### config.mk
export PLATFORM = sky130hd
export DESIGN_NAME = drt_timer
export DESIGN_NICKNAME = d
export VERILOG_FILES = /design/src/design/drt_edge_sync.v /design/src/design/drt_timer.v
export VERILOG_INCLUDE_DIRS = /design/src /design/src/pkg
export SDC_FILE = /design/constraint.sdc
export NUM_CORES = 1
export LEC_CHECK = 0
export BUFFER_PORTS_ARGS = -buffer_cell sky130_fd_sc_hd__clkbuf_2
export CAP_MARGIN = 0
export CORE_MARGIN = 4
export CORE_UTILIZATION = 46
export DETAILED_ROUTE_END_ITERATION = 12
export PLACE_DENSITY = 0.76
export SLEW_MARGIN = 0
export SYNTH_ARGS = -nofsm -noshare
export SYNTH_HDL_FRONTEND = slang
export SYNTH_SLANG_ARGS = --single-unit
### constraint.sdc
create_clock -name core_clk -period 2.2 [get_ports core_clk]
set_clock_uncertainty 0.05 [all_clocks]
set_input_delay 0.55 -clock core_clk [delete_from_list [all_inputs] [get_ports core_clk]]
set_output_delay 0.55 -clock core_clk [all_outputs]
set_load 0.1 [all_outputs]
### src/pkg/drt_consts.vh
`ifndef DRT_CONSTS_VH
`define DRT_CONSTS_VH
// =====================================
// register address and reset
`define DRT_CTRL_ADDR 8'hC8
`define DRT_CTRL_RESET 8'h00
// =====================================
// control bit positions
`define DRT_BIT_HIGH_OVF 7
`define DRT_BIT_LOW_OVF 6
`define DRT_BIT_LOW_IRQ_EN 5
`define DRT_BIT_CAPTURE_EN 4
`define DRT_BIT_SPLIT 3
`define DRT_BIT_RUN 2
`define DRT_BIT_UNUSED 1
`define DRT_BIT_EXT_CLK 0
// =====================================
// prescaler counts
`define DRT_SYS_DIV 4'd12
`define DRT_EXT_DIV 4'd8
`endif

### src/design/drt_edge_sync.v
`timescale 1ns/1ps
// =====================================
// three-stage synchroniser; stage 1 feeds only stage 2
module drt_edge_sync (
   input wire core_clk,
   input wire rst,
   input wire async_in,
   output reg level_q,
   output wire fall_pulse,
   output wire rise_pulse
);
   reg s1_q;
   reg s2_q;
   reg s3_q;
   always @(posedge core_clk or posedge rst) begin
      if (rst) begin
         s1_q <= 1'b0;
         s2_q <= 1'b0;
         s3_q <= 1'b0;
         level_q <= 1'b0;
      end else begin
         s1_q <= async_in;
         s2_q <= s1_q;
         s3_q <= s2_q;
         // a change counts once stages two and three agree
         if (s2_q == s3_q) begin
            level_q <= s3_q;
         end
      end
   end
   assign fall_pulse = level_q & ~s3_q & (s2_q == s3_q);
   assign rise_pulse = ~level_q & s3_q & (s2_q == s3_q);
endmodule

### src/design/drt_timer.v
`timescale 1ns/1ps
`include "drt_consts.vh"
// Overview of operation
// - high byte overflow from FF to the reload_high_byte value sets the high-byte overflow flag.
// - in 16-bit mode that flag sets when the full counter wraps.
// - with timer interrupt enabled, a set high flag requests an interrupt.
// - overflow flags are never cleared by hardware; only software clears them.
// - low byte wrap sets the low-byte flag in every mode.
// - low-byte irq enable plus timer interrupt enable requests on low overflow.
// - capture mode copies the 16-bit count to reload on oscillator falling edge.
// - capture mode plus timer interrupt enable requests on each capture.
// - split bit zero gives one 16-bit counter, one gives two 8-bit counters.
// - counting only while run bit is one, except the low byte in split mode; zero stops 16-bit counting.
// - in split mode run gates only the high byte; low byte always counts.
// - clock select zero uses system clock over 12, one external over 8.
// - per-byte choice bits pick between the selected timebase and the undivided system clock; the high one only in split mode.
// - control bit one reads zero and ignores writes.
// - control register sits at C8, bit-addressable, resets to zero.
module drt_timer (
   input wire core_clk,
   input wire rst,
   input wire [7:0] sfr_addr,
   input wire [7:0] sfr_wdata,
   input wire sfr_wr,
   input wire sfr_bit_wr,
   input wire [2:0] sfr_bit_sel,
   input wire sfr_bit_val,
   output wire [7:0] sfr_rdata,
   input wire timer_irq_enable,
   input wire high_byte_clock_choice,
   input wire low_byte_clock_choice,
   input wire ext_clk_pin,
   input wire lfo_out_pin,
   input wire [7:0] reload_high_byte,
   input wire [7:0] reload_low_byte,
   output reg [7:0] counter_high_byte,
   output reg [7:0] counter_low_byte,
   output reg [7:0] capture_high_byte,
   output reg [7:0] capture_low_byte,
   output reg capture_valid_q,
   output wire irq_req
);
   // =====================================
   // control register
   reg [7:0] ctrl_q;
   reg [7:0] ctrl_d;
   wire sel = (sfr_addr == `DRT_CTRL_ADDR);
   wire high_ovf;
   wire low_ovf;
   wire capture_evt;
   wire split = ctrl_q[`DRT_BIT_SPLIT];
   wire run = ctrl_q[`DRT_BIT_RUN];
   wire ext_sel = ctrl_q[`DRT_BIT_EXT_CLK];
   // a whole-byte write and a bit write in one cycle: the whole byte wins
   always @* begin
      ctrl_d = ctrl_q;
      if (sel && sfr_wr) begin
         ctrl_d = sfr_wdata;
      end else if (sel && sfr_bit_wr) begin
         ctrl_d[sfr_bit_sel] = sfr_bit_val;
      end
      // hardware set wins over a software clear in the same cycle
      if (high_ovf) begin
         ctrl_d[`DRT_BIT_HIGH_OVF] = 1'b1;
      end
      if (low_ovf) begin
         ctrl_d[`DRT_BIT_LOW_OVF] = 1'b1;
      end
      ctrl_d[`DRT_BIT_UNUSED] = 1'b0;
   end
   always @(posedge core_clk or posedge rst) begin
      if (rst) begin
         ctrl_q <= `DRT_CTRL_RESET;
      end else begin
         ctrl_q <= ctrl_d;
      end
   end
   // read path is a plain mux so a read needs no wait state
   assign sfr_rdata = sel ? ctrl_q : 8'h00;
   // =====================================
   // pin synchronisers
   wire ext_rise;
   wire lfo_fall;
   drt_edge_sync u_ext_sync (
      .core_clk(core_clk),
      .rst(rst),
      .async_in(ext_clk_pin),
      .level_q(),
      .fall_pulse(),
      .rise_pulse(ext_rise)
   );
   drt_edge_sync u_lfo_sync (
      .core_clk(core_clk),
      .rst(rst),
      .async_in(lfo_out_pin),
      .level_q(),
      .fall_pulse(lfo_fall),
      .rise_pulse()
   );
   // =====================================
   // prescalers
   reg [3:0] sys_div_q;
   reg [2:0] ext_div_q;
   wire sys_tick = (sys_div_q == `DRT_SYS_DIV - 4'd1);
   // the divider wraps by itself, so the tick is its last count
   wire ext_tick = ext_rise && ({1'b0, ext_div_q} == `DRT_EXT_DIV - 4'd1);
   always @(posedge core_clk or posedge rst) begin
      if (rst) begin
         sys_div_q <= 4'h0;
         ext_div_q <= 3'h0;
      end else begin
         sys_div_q <= sys_tick ? 4'h0 : sys_div_q + 4'd1;
         if (ext_rise) begin
            ext_div_q <= ext_div_q + 3'd1; // wraps after eight edges
         end
      end
   end
   // timebase is divided clock; external up to core_clk / 4 (each level held two clocks) is seen
   wire base_tick = ext_sel ? ext_tick : sys_tick;
   // per-byte choice: 1 = system clock undivided, 0 = selected timebase
   // the high choice only matters in split mode, where the high byte has its own clock
   reg hi_tick;
   reg lo_tick;
   always @* begin
      hi_tick = base_tick;
      lo_tick = base_tick;
      if (split && high_byte_clock_choice) begin
         hi_tick = 1'b1;
      end
      if (low_byte_clock_choice) begin
         lo_tick = 1'b1;
      end
   end
   // =====================================
   // counters
   // in 16-bit mode the high byte is a carry stage of the low byte, so both share one tick;
   // in split mode the low byte ignores the run bit by design
   reg lo_en;
   reg hi_en;
   always @* begin
      if (split) begin
         lo_en = lo_tick;
         hi_en = run & hi_tick;
      end else begin
         lo_en = run & lo_tick;
         hi_en = run & lo_tick & (counter_low_byte == 8'hFF);
      end
   end
   assign low_ovf = lo_en && (counter_low_byte == 8'hFF);
   assign high_ovf = hi_en && (counter_high_byte == 8'hFF);
   assign capture_evt = ctrl_q[`DRT_BIT_CAPTURE_EN] && lfo_fall;
   always @(posedge core_clk or posedge rst) begin
      if (rst) begin
         counter_low_byte <= 8'h00;
         counter_high_byte <= 8'h00;
      end else begin
         if (low_ovf) begin
            if (split) begin
               counter_low_byte <= reload_low_byte;
            end else if (high_ovf) begin
               counter_low_byte <= reload_low_byte;
            end else begin
               counter_low_byte <= 8'h00;
            end
         end else if (lo_en) begin
            counter_low_byte <= counter_low_byte + 8'd1;
         end
         if (high_ovf) begin
            counter_high_byte <= reload_high_byte;
         end else if (hi_en) begin
            counter_high_byte <= counter_high_byte + 8'd1;
         end
      end
   end
   // =====================================
   // capture into reload pair; the host reload store takes capture_* on capture_valid_q
   // the value is the count before the edge that raises capture_valid_q;
   // a capture that meets a reload in one cycle leaves the choice to the reload store
   always @(posedge core_clk or posedge rst) begin
      if (rst) begin
         capture_high_byte <= 8'h00;
         capture_low_byte <= 8'h00;
         capture_valid_q <= 1'b0;
      end else begin
         capture_valid_q <= capture_evt;
         if (capture_evt) begin
            capture_high_byte <= counter_high_byte;
            capture_low_byte <= counter_low_byte;
         end
      end
   end
   // =====================================
   // interrupt request: level while a flag stands, pulse for capture
   // a capture request lasts one cycle, so the processor side must latch it
   wire high_irq_src = ctrl_q[`DRT_BIT_HIGH_OVF];
   wire low_irq_src = ctrl_q[`DRT_BIT_LOW_IRQ_EN] & ctrl_q[`DRT_BIT_LOW_OVF];
   wire cap_irq_src = capture_valid_q;
   assign irq_req = timer_irq_enable & (high_irq_src | low_irq_src | cap_irq_src);
endmodule

; ---- Word level (Yosys, flattened, before mapping)
; Index checks and enable logic that the tools add are counted.
[totals]
reg_bits = 55
input_bits = 45
output_inout_bits = 42
wordCells = 77
[classes]
addsub = 4
order_cmp = 2
n_eq_ne = 7
mux = 20
bitwise = 13
n_reduce_logical = 13
[op_table]
columns = op, n
row1 = 8-bit two-way mux, 9
row2 = 8-bit == test (second input constant), 3
row3 = 8-bit by 1-bit adder with 8-bit output (second input constant), 2
row4 = 1-bit bitwise AND, 9
row5 = 8-bit bitwise mux, 1
row6 = 1-bit logical AND, 8
row7 = 1-bit two-way mux, 8
row8 = 2-bit nonzero test, 3
row9 = 3-bit nonzero test, 2
row10 = 4-bit by 1-bit adder with 4-bit output (second input constant), 1
row11 = 4-bit == test (second input constant), 1
row12 = 3-bit by 4-bit less-than comparator with 1-bit output (second input constant), 1
row13 = 4-bit two-way mux, 1
row14 = 3-bit by 1-bit adder with 3-bit output (second input constant), 1
row15 = 1-bit demux with 3-bit select, 1
row16 = 3-bit == test (second input constant), 1
row17 = 3-bit by 1-bit greater-or-equal comparator with 1-bit output (second input constant), 1
row18 = 1-bit == test, 2
row19 = 1-bit inverter, 2
row20 = 1-bit bitwise OR, 2

; ---- Depth between registers and ports, before layout
[logic_depth]
word_depth = 13
ltp_mapped = 7
mapped_depth_nobuf = 5

; ---- Hierarchy
; A second synthesis with hierarchy kept.
[unflattened]
hier_cells = 260
hier_area_um2 = 2756.4
[by_module_without_submodules]
columns = module, instances, cells_each, area_each_um2, seq_area_each_um2
row1 = drt_timer, 1, 244, 2491.1, 1176.1
row2 = drt_edge_sync, 2, 8, 132.6, 100.1

; ---- Worst setup path after synthesis
; No wires, ideal clock.
[synth_path]
path_kind = flip-flop to output port
start = reg capture_valid_q
end = out irq_req
arrival_ps = 2363
required_time_ps = 1600
setup_slack_ps = -763
path_stages_with_launch = 3
path_buffers = 0
cell_sequence = dfrtp_1 > a211oi_1 > nor2b_1
[synth_via]
elab_chain_len = 2
[synth_lines]
columns = element, line
row1 = from (decl), drt_timer.v:40  ; output reg capture_valid_q,
row2 = from (signal assigned), drt_timer.v:185  ; capture_valid_q <= capture_evt;
row3 = 1-bit bitwise OR, drt_timer.v:198  ; assign irq_req = timer_irq_enable & (high_irq_src | low_irq_src | cap_irq_src);
row4 = 1-bit bitwise AND, drt_timer.v:198
row5 = to (decl), drt_timer.v:41  ; output wire irq_req
; No other way between the ends.

; ---- Final worst setup path
[layout_path]
start = in sfr_addr[1]
end = out sfr_rdata[4]
[layout_via]
elab_chain_len = 2
[layout_lines]
columns = element, line
row1 = from (decl), drt_timer.v:22  ; input wire [7:0] sfr_addr,
row2 = 8-bit == test (no line), -
row3 = 8-bit two-way mux, drt_timer.v:79  ; assign sfr_rdata = sel ? ctrl_q : 8'h00;
row4 = to (decl), drt_timer.v:28  ; output wire [7:0] sfr_rdata,
; No other way between the ends.

==> results.tsv <==
stage	metric	value	unit
floorplanning	Total Die Area	7420	µm²
routing	Routed WL per cell	15.7	µm
timing	Max Freq	408	MHz
routing	drt initial violations	73	
routing	drt total wl	6.68	mm
run_status	outcome	finished with violations	
routing	vias	2408	
pwr	P_int	1670	µW
setup_path	family with the most delay on the worst path	simple AND/OR/NAND/NOR gates	
logic_synthesis	mapped cell area	2810	µm²
logic_synthesis	Seq/Total Area, Yosys	0.490	
clocking	TritonCTS clock tree	done	
logic_synthesis	ranking of synthesized cells by area	dfrtp_1 (49%), mux2_2 (6.8%), a31oi_1 (4.0%)	
pwr	Static Leakage	0.00173	µW
logic_synthesis	ys async rst share	1.00	
logic_synthesis	Ys Warns	0	
pwr	Switching Fraction	0.362	
finish	Layout area overhead	28.0	%
global_routing	antenna violations before repair	0	
setup_path	worst stage delay on the critical path	0.53	ns
timing	setup TNS	-1.68	ns
setup_path	Critical Path, Cell by Cell	clkbuf_2, or4b_4, nor4_4, buf_4, and2_4, buf_12	
logic_synthesis	Gate Count Post-Synth	262	
timing	unrepaired setup endpoints after global routing	yes	
pwr	Clock power frac	0.264	
timing	Hold Vio Cnt, Final	0	
logic_synthesis	Net Count, Synth	312	
clocking	post-CTS setup buffer count	0	
routing	DR pass1 iterations	4	
pwr	Power Density	727	nW/µm²
logic_synthesis	EDFF count, synth	0	
timing	Max-slew headroom	0.636	
global_routing	first-pass GRT wire length	10.9	mm
pwr	net load switching power	948	µW
worst_hold_path	Worst Hold Class	in2async	
clocking	CTS max path bufs	2	
floorplanning	core area	5920	µm²
finish	n_diodes	0	
placement	dpl cell area	3480	µm²
timing	final setup margin	-0.251	ns
floorplanning	Die Span Y	86.2	µm
finish	Design Area, Final	3600	µm²
logic_synthesis	area leader, netlist	dfrtp_1	
logic_synthesis	Top FF cell, synth	dfrtp_1	
finish	layout cells sized above 1	0.416	
routing	antenna-violating nets left	0	
floorplanning	die span in x	86.2	µm
clocking	clock latency on the worst-skew pair	0.30	ns
job	max-cap violation count	0	
global_routing	largest net degree at the start of global routing	56	
pwr	Comb power frac	0.277	
clocking	Reg clk slew, reported paths	0.10	ns
pwr	sequential power share	0.459	
floorplanning	row count	28	
global_routing	GRT overflow	0	
routing	DRC errors left	0	
logic_synthesis	Synth cell types	55	
setup_path	worst path required time	1.60	ns
timing	Worst-Margin Slew	0.548	ns
clocking	CTS Buf Count	5	
finish	Nets	400	
clocking	CTS H-Tree Depth	2	
setup_path	CP arrival	1.85	ns
clocking	hold_buf cts	0	
logic_synthesis	syn_area_per_cell	10.7	µm²
timing	fin crit share	1.11	
setup_path	Crit Path Category	in2out	
timing	crit path time final	2.45	ns
setup_path	CP startpoint kind	primary input	
clocking	Root Buffer	clkbuf_8	
clocking	clk sinks	55	
timing	final-report max-slew violation count	0	
floorplanning	Boundary Pins	87	
global_routing	number of global-route vias before repair	2331	
global_routing	GRT Util Overall	0.183	
setup_path	sum of buffers and inverters on the critical path	3	
logic_synthesis	Synth top area share	0.490	
logic_synthesis	Synth Register Bits	55	
placement	gpl congestion	0.829	
pwr	VDD IR max	0.656	mV
timing	endpoints failing setup	7	
setup_path	slowest CP cell	or4b_4	
routing	vias per std cell	5.65	
setup_path	critical path peak fanout	6	
placement	post-DP HPWL	5.07	mm
run_status	violated checks	negative setup slack	
floorplanning	Initial Util	0.475	
placement	PortBufs	84	
setup_path	CP endpoint kind	output port	
## metrics by stage
stage | util | instances | hold slack [ns] | power (µW) | setup slack [ns]
floorplan | - | 262 | 0.281 | 1760 | -0.257
global placement | 0.587 | 418 | 0.283 | 1930 | -0.235
detailed placement | 0.587 | 418 | 0.294 | 1950 | -0.255
CTS | 0.607 | 426 | 0.220 | 2640 | -0.259
global route | 0.607 | 426 | 0.226 | 2740 | -0.309
finish | 0.607 | 426 | 0.211 | 2610 | -0.251
## final cells by class
| type | instances | area [µm²] |
|---|---|---|
| Clock inverter | 2 | 35.0 |
| Multi-Input combinational cell | 190 | 1380 |
| Fill cell | 496 | 2320 |
| Timing Repair Buffer | 93 | 606 |
| Clock buffer | 6 | 82.6 |
| Inverter | 5 | 18.8 |
| Sequential cell | 55 | 1390 |
| Tap cell | 75 | 93.8 |
## cells in the final DEF (no fill, tap or decap), types with 3 or more instances in the layout
cell type / n
clkbuf_2: 76
dfrtp_1: 48
nand2_1: 18
a31oi_1: 18
mux2_2: 17
a21oi_1: 14
nand3_1: 10
o21ai_0: 9
nor2_1: 8
and2_4: 8
buf_4: 8
buf_12: 8
dfrtp_2: 7
nand4_1: 6
a22o_1: 6
clkbuf_8: 6
nand2b_1: 5
nor3_1: 5
ha_1: 5
inv_1: 4
o22ai_1: 4
nand3b_1: 4
and3_1: 4
mux2i_1: 4
or2_2: 3
a21o_1: 3
a211oi_1: 3
and4_1: 3
## synthesized netlist by cell type (5+ instances only)
cell type	number
dfrtp_1	55
a31oi_1	18
nand2_1	18
mux2_2	17
a21oi_1	14
nand3_1	10
o21ai_0	9
and2_1	8
nor2_1	8
a22o_1	6
nand4_1	6
ha_1	5
inv_1	5
nand2b_1	5
nor3_1	5
## kinds of logic (layout without fill, tap and decap cells)
group                      Yosys count  after routing  synth area share
AOI/OAI and AO/OA                   72             72             0.172
xor gates and xnor gates             2              2           0.00623
adders and majority gates            7              7            0.0294
buffers and inverters               17            106            0.0347
DFF                                 55             55             0.490
muxes                               21             21            0.0824
other                                1              1           0.00133
and+or+nand+nor                     87             87             0.184
## repair_timing
item,in CTS,in global routing
gates resized for setup,0,1
setup endpoints to repair,7,8
pin swaps,1,0
## per-layer routing
layer,global-route usage,routed length [µm],vias up
met1,0.249,3040,1153
met5,0,0,-
met2,0.299,3150,82
met4,0.0374,68,0
li1,-,-,1163
met3,0.0432,424,10
## flip-flops by register name (all words and copies together), names as in the netlist, 3 cells and up
| name | flops |
|---|---|
| ctrl_q | 7 |
| sys_div_q | 4 |
| ext_div_q | 3 |
| capture_low_byte | 8 |
| capture_high_byte | 8 |
| counter_high_byte | 8 |
| counter_low_byte | 8 |
## final timing paths
path                            startpoint                    to  slack [ns]  cells after the start
min reg2reg                u_lfo_sync.s1_q       u_lfo_sync.s2_q        0.30                      0
max reg2reg                   sys_div_q[0]             ctrl_q[6]        0.21                      5
min                                    rst  capture_high_byte[4]        0.21                      3
min in group core_clk          lfo_out_pin       u_lfo_sync.s1_q        0.30                      1
max                            sfr_addr[1]          sfr_rdata[4]       -0.25                      6
max in group asynchronous              rst   counter_low_byte[0]        1.63                      3
## worst min-delay path: stages
cell,delay [ns]
clkbuf_2,0.09
inv_2,0.06
buf_12,0.27
## power by group through the flow
stage	Combinational, µW	Clock, µW	Sequential, µW
after global placement	714	0	1210
after global routing	782	746	1210
after CTS	729	706	1200
final	725	689	1200
after detailed placement	726	0	1220
after floorplan	259	0	1500
(Power assumes the default switching activity.)
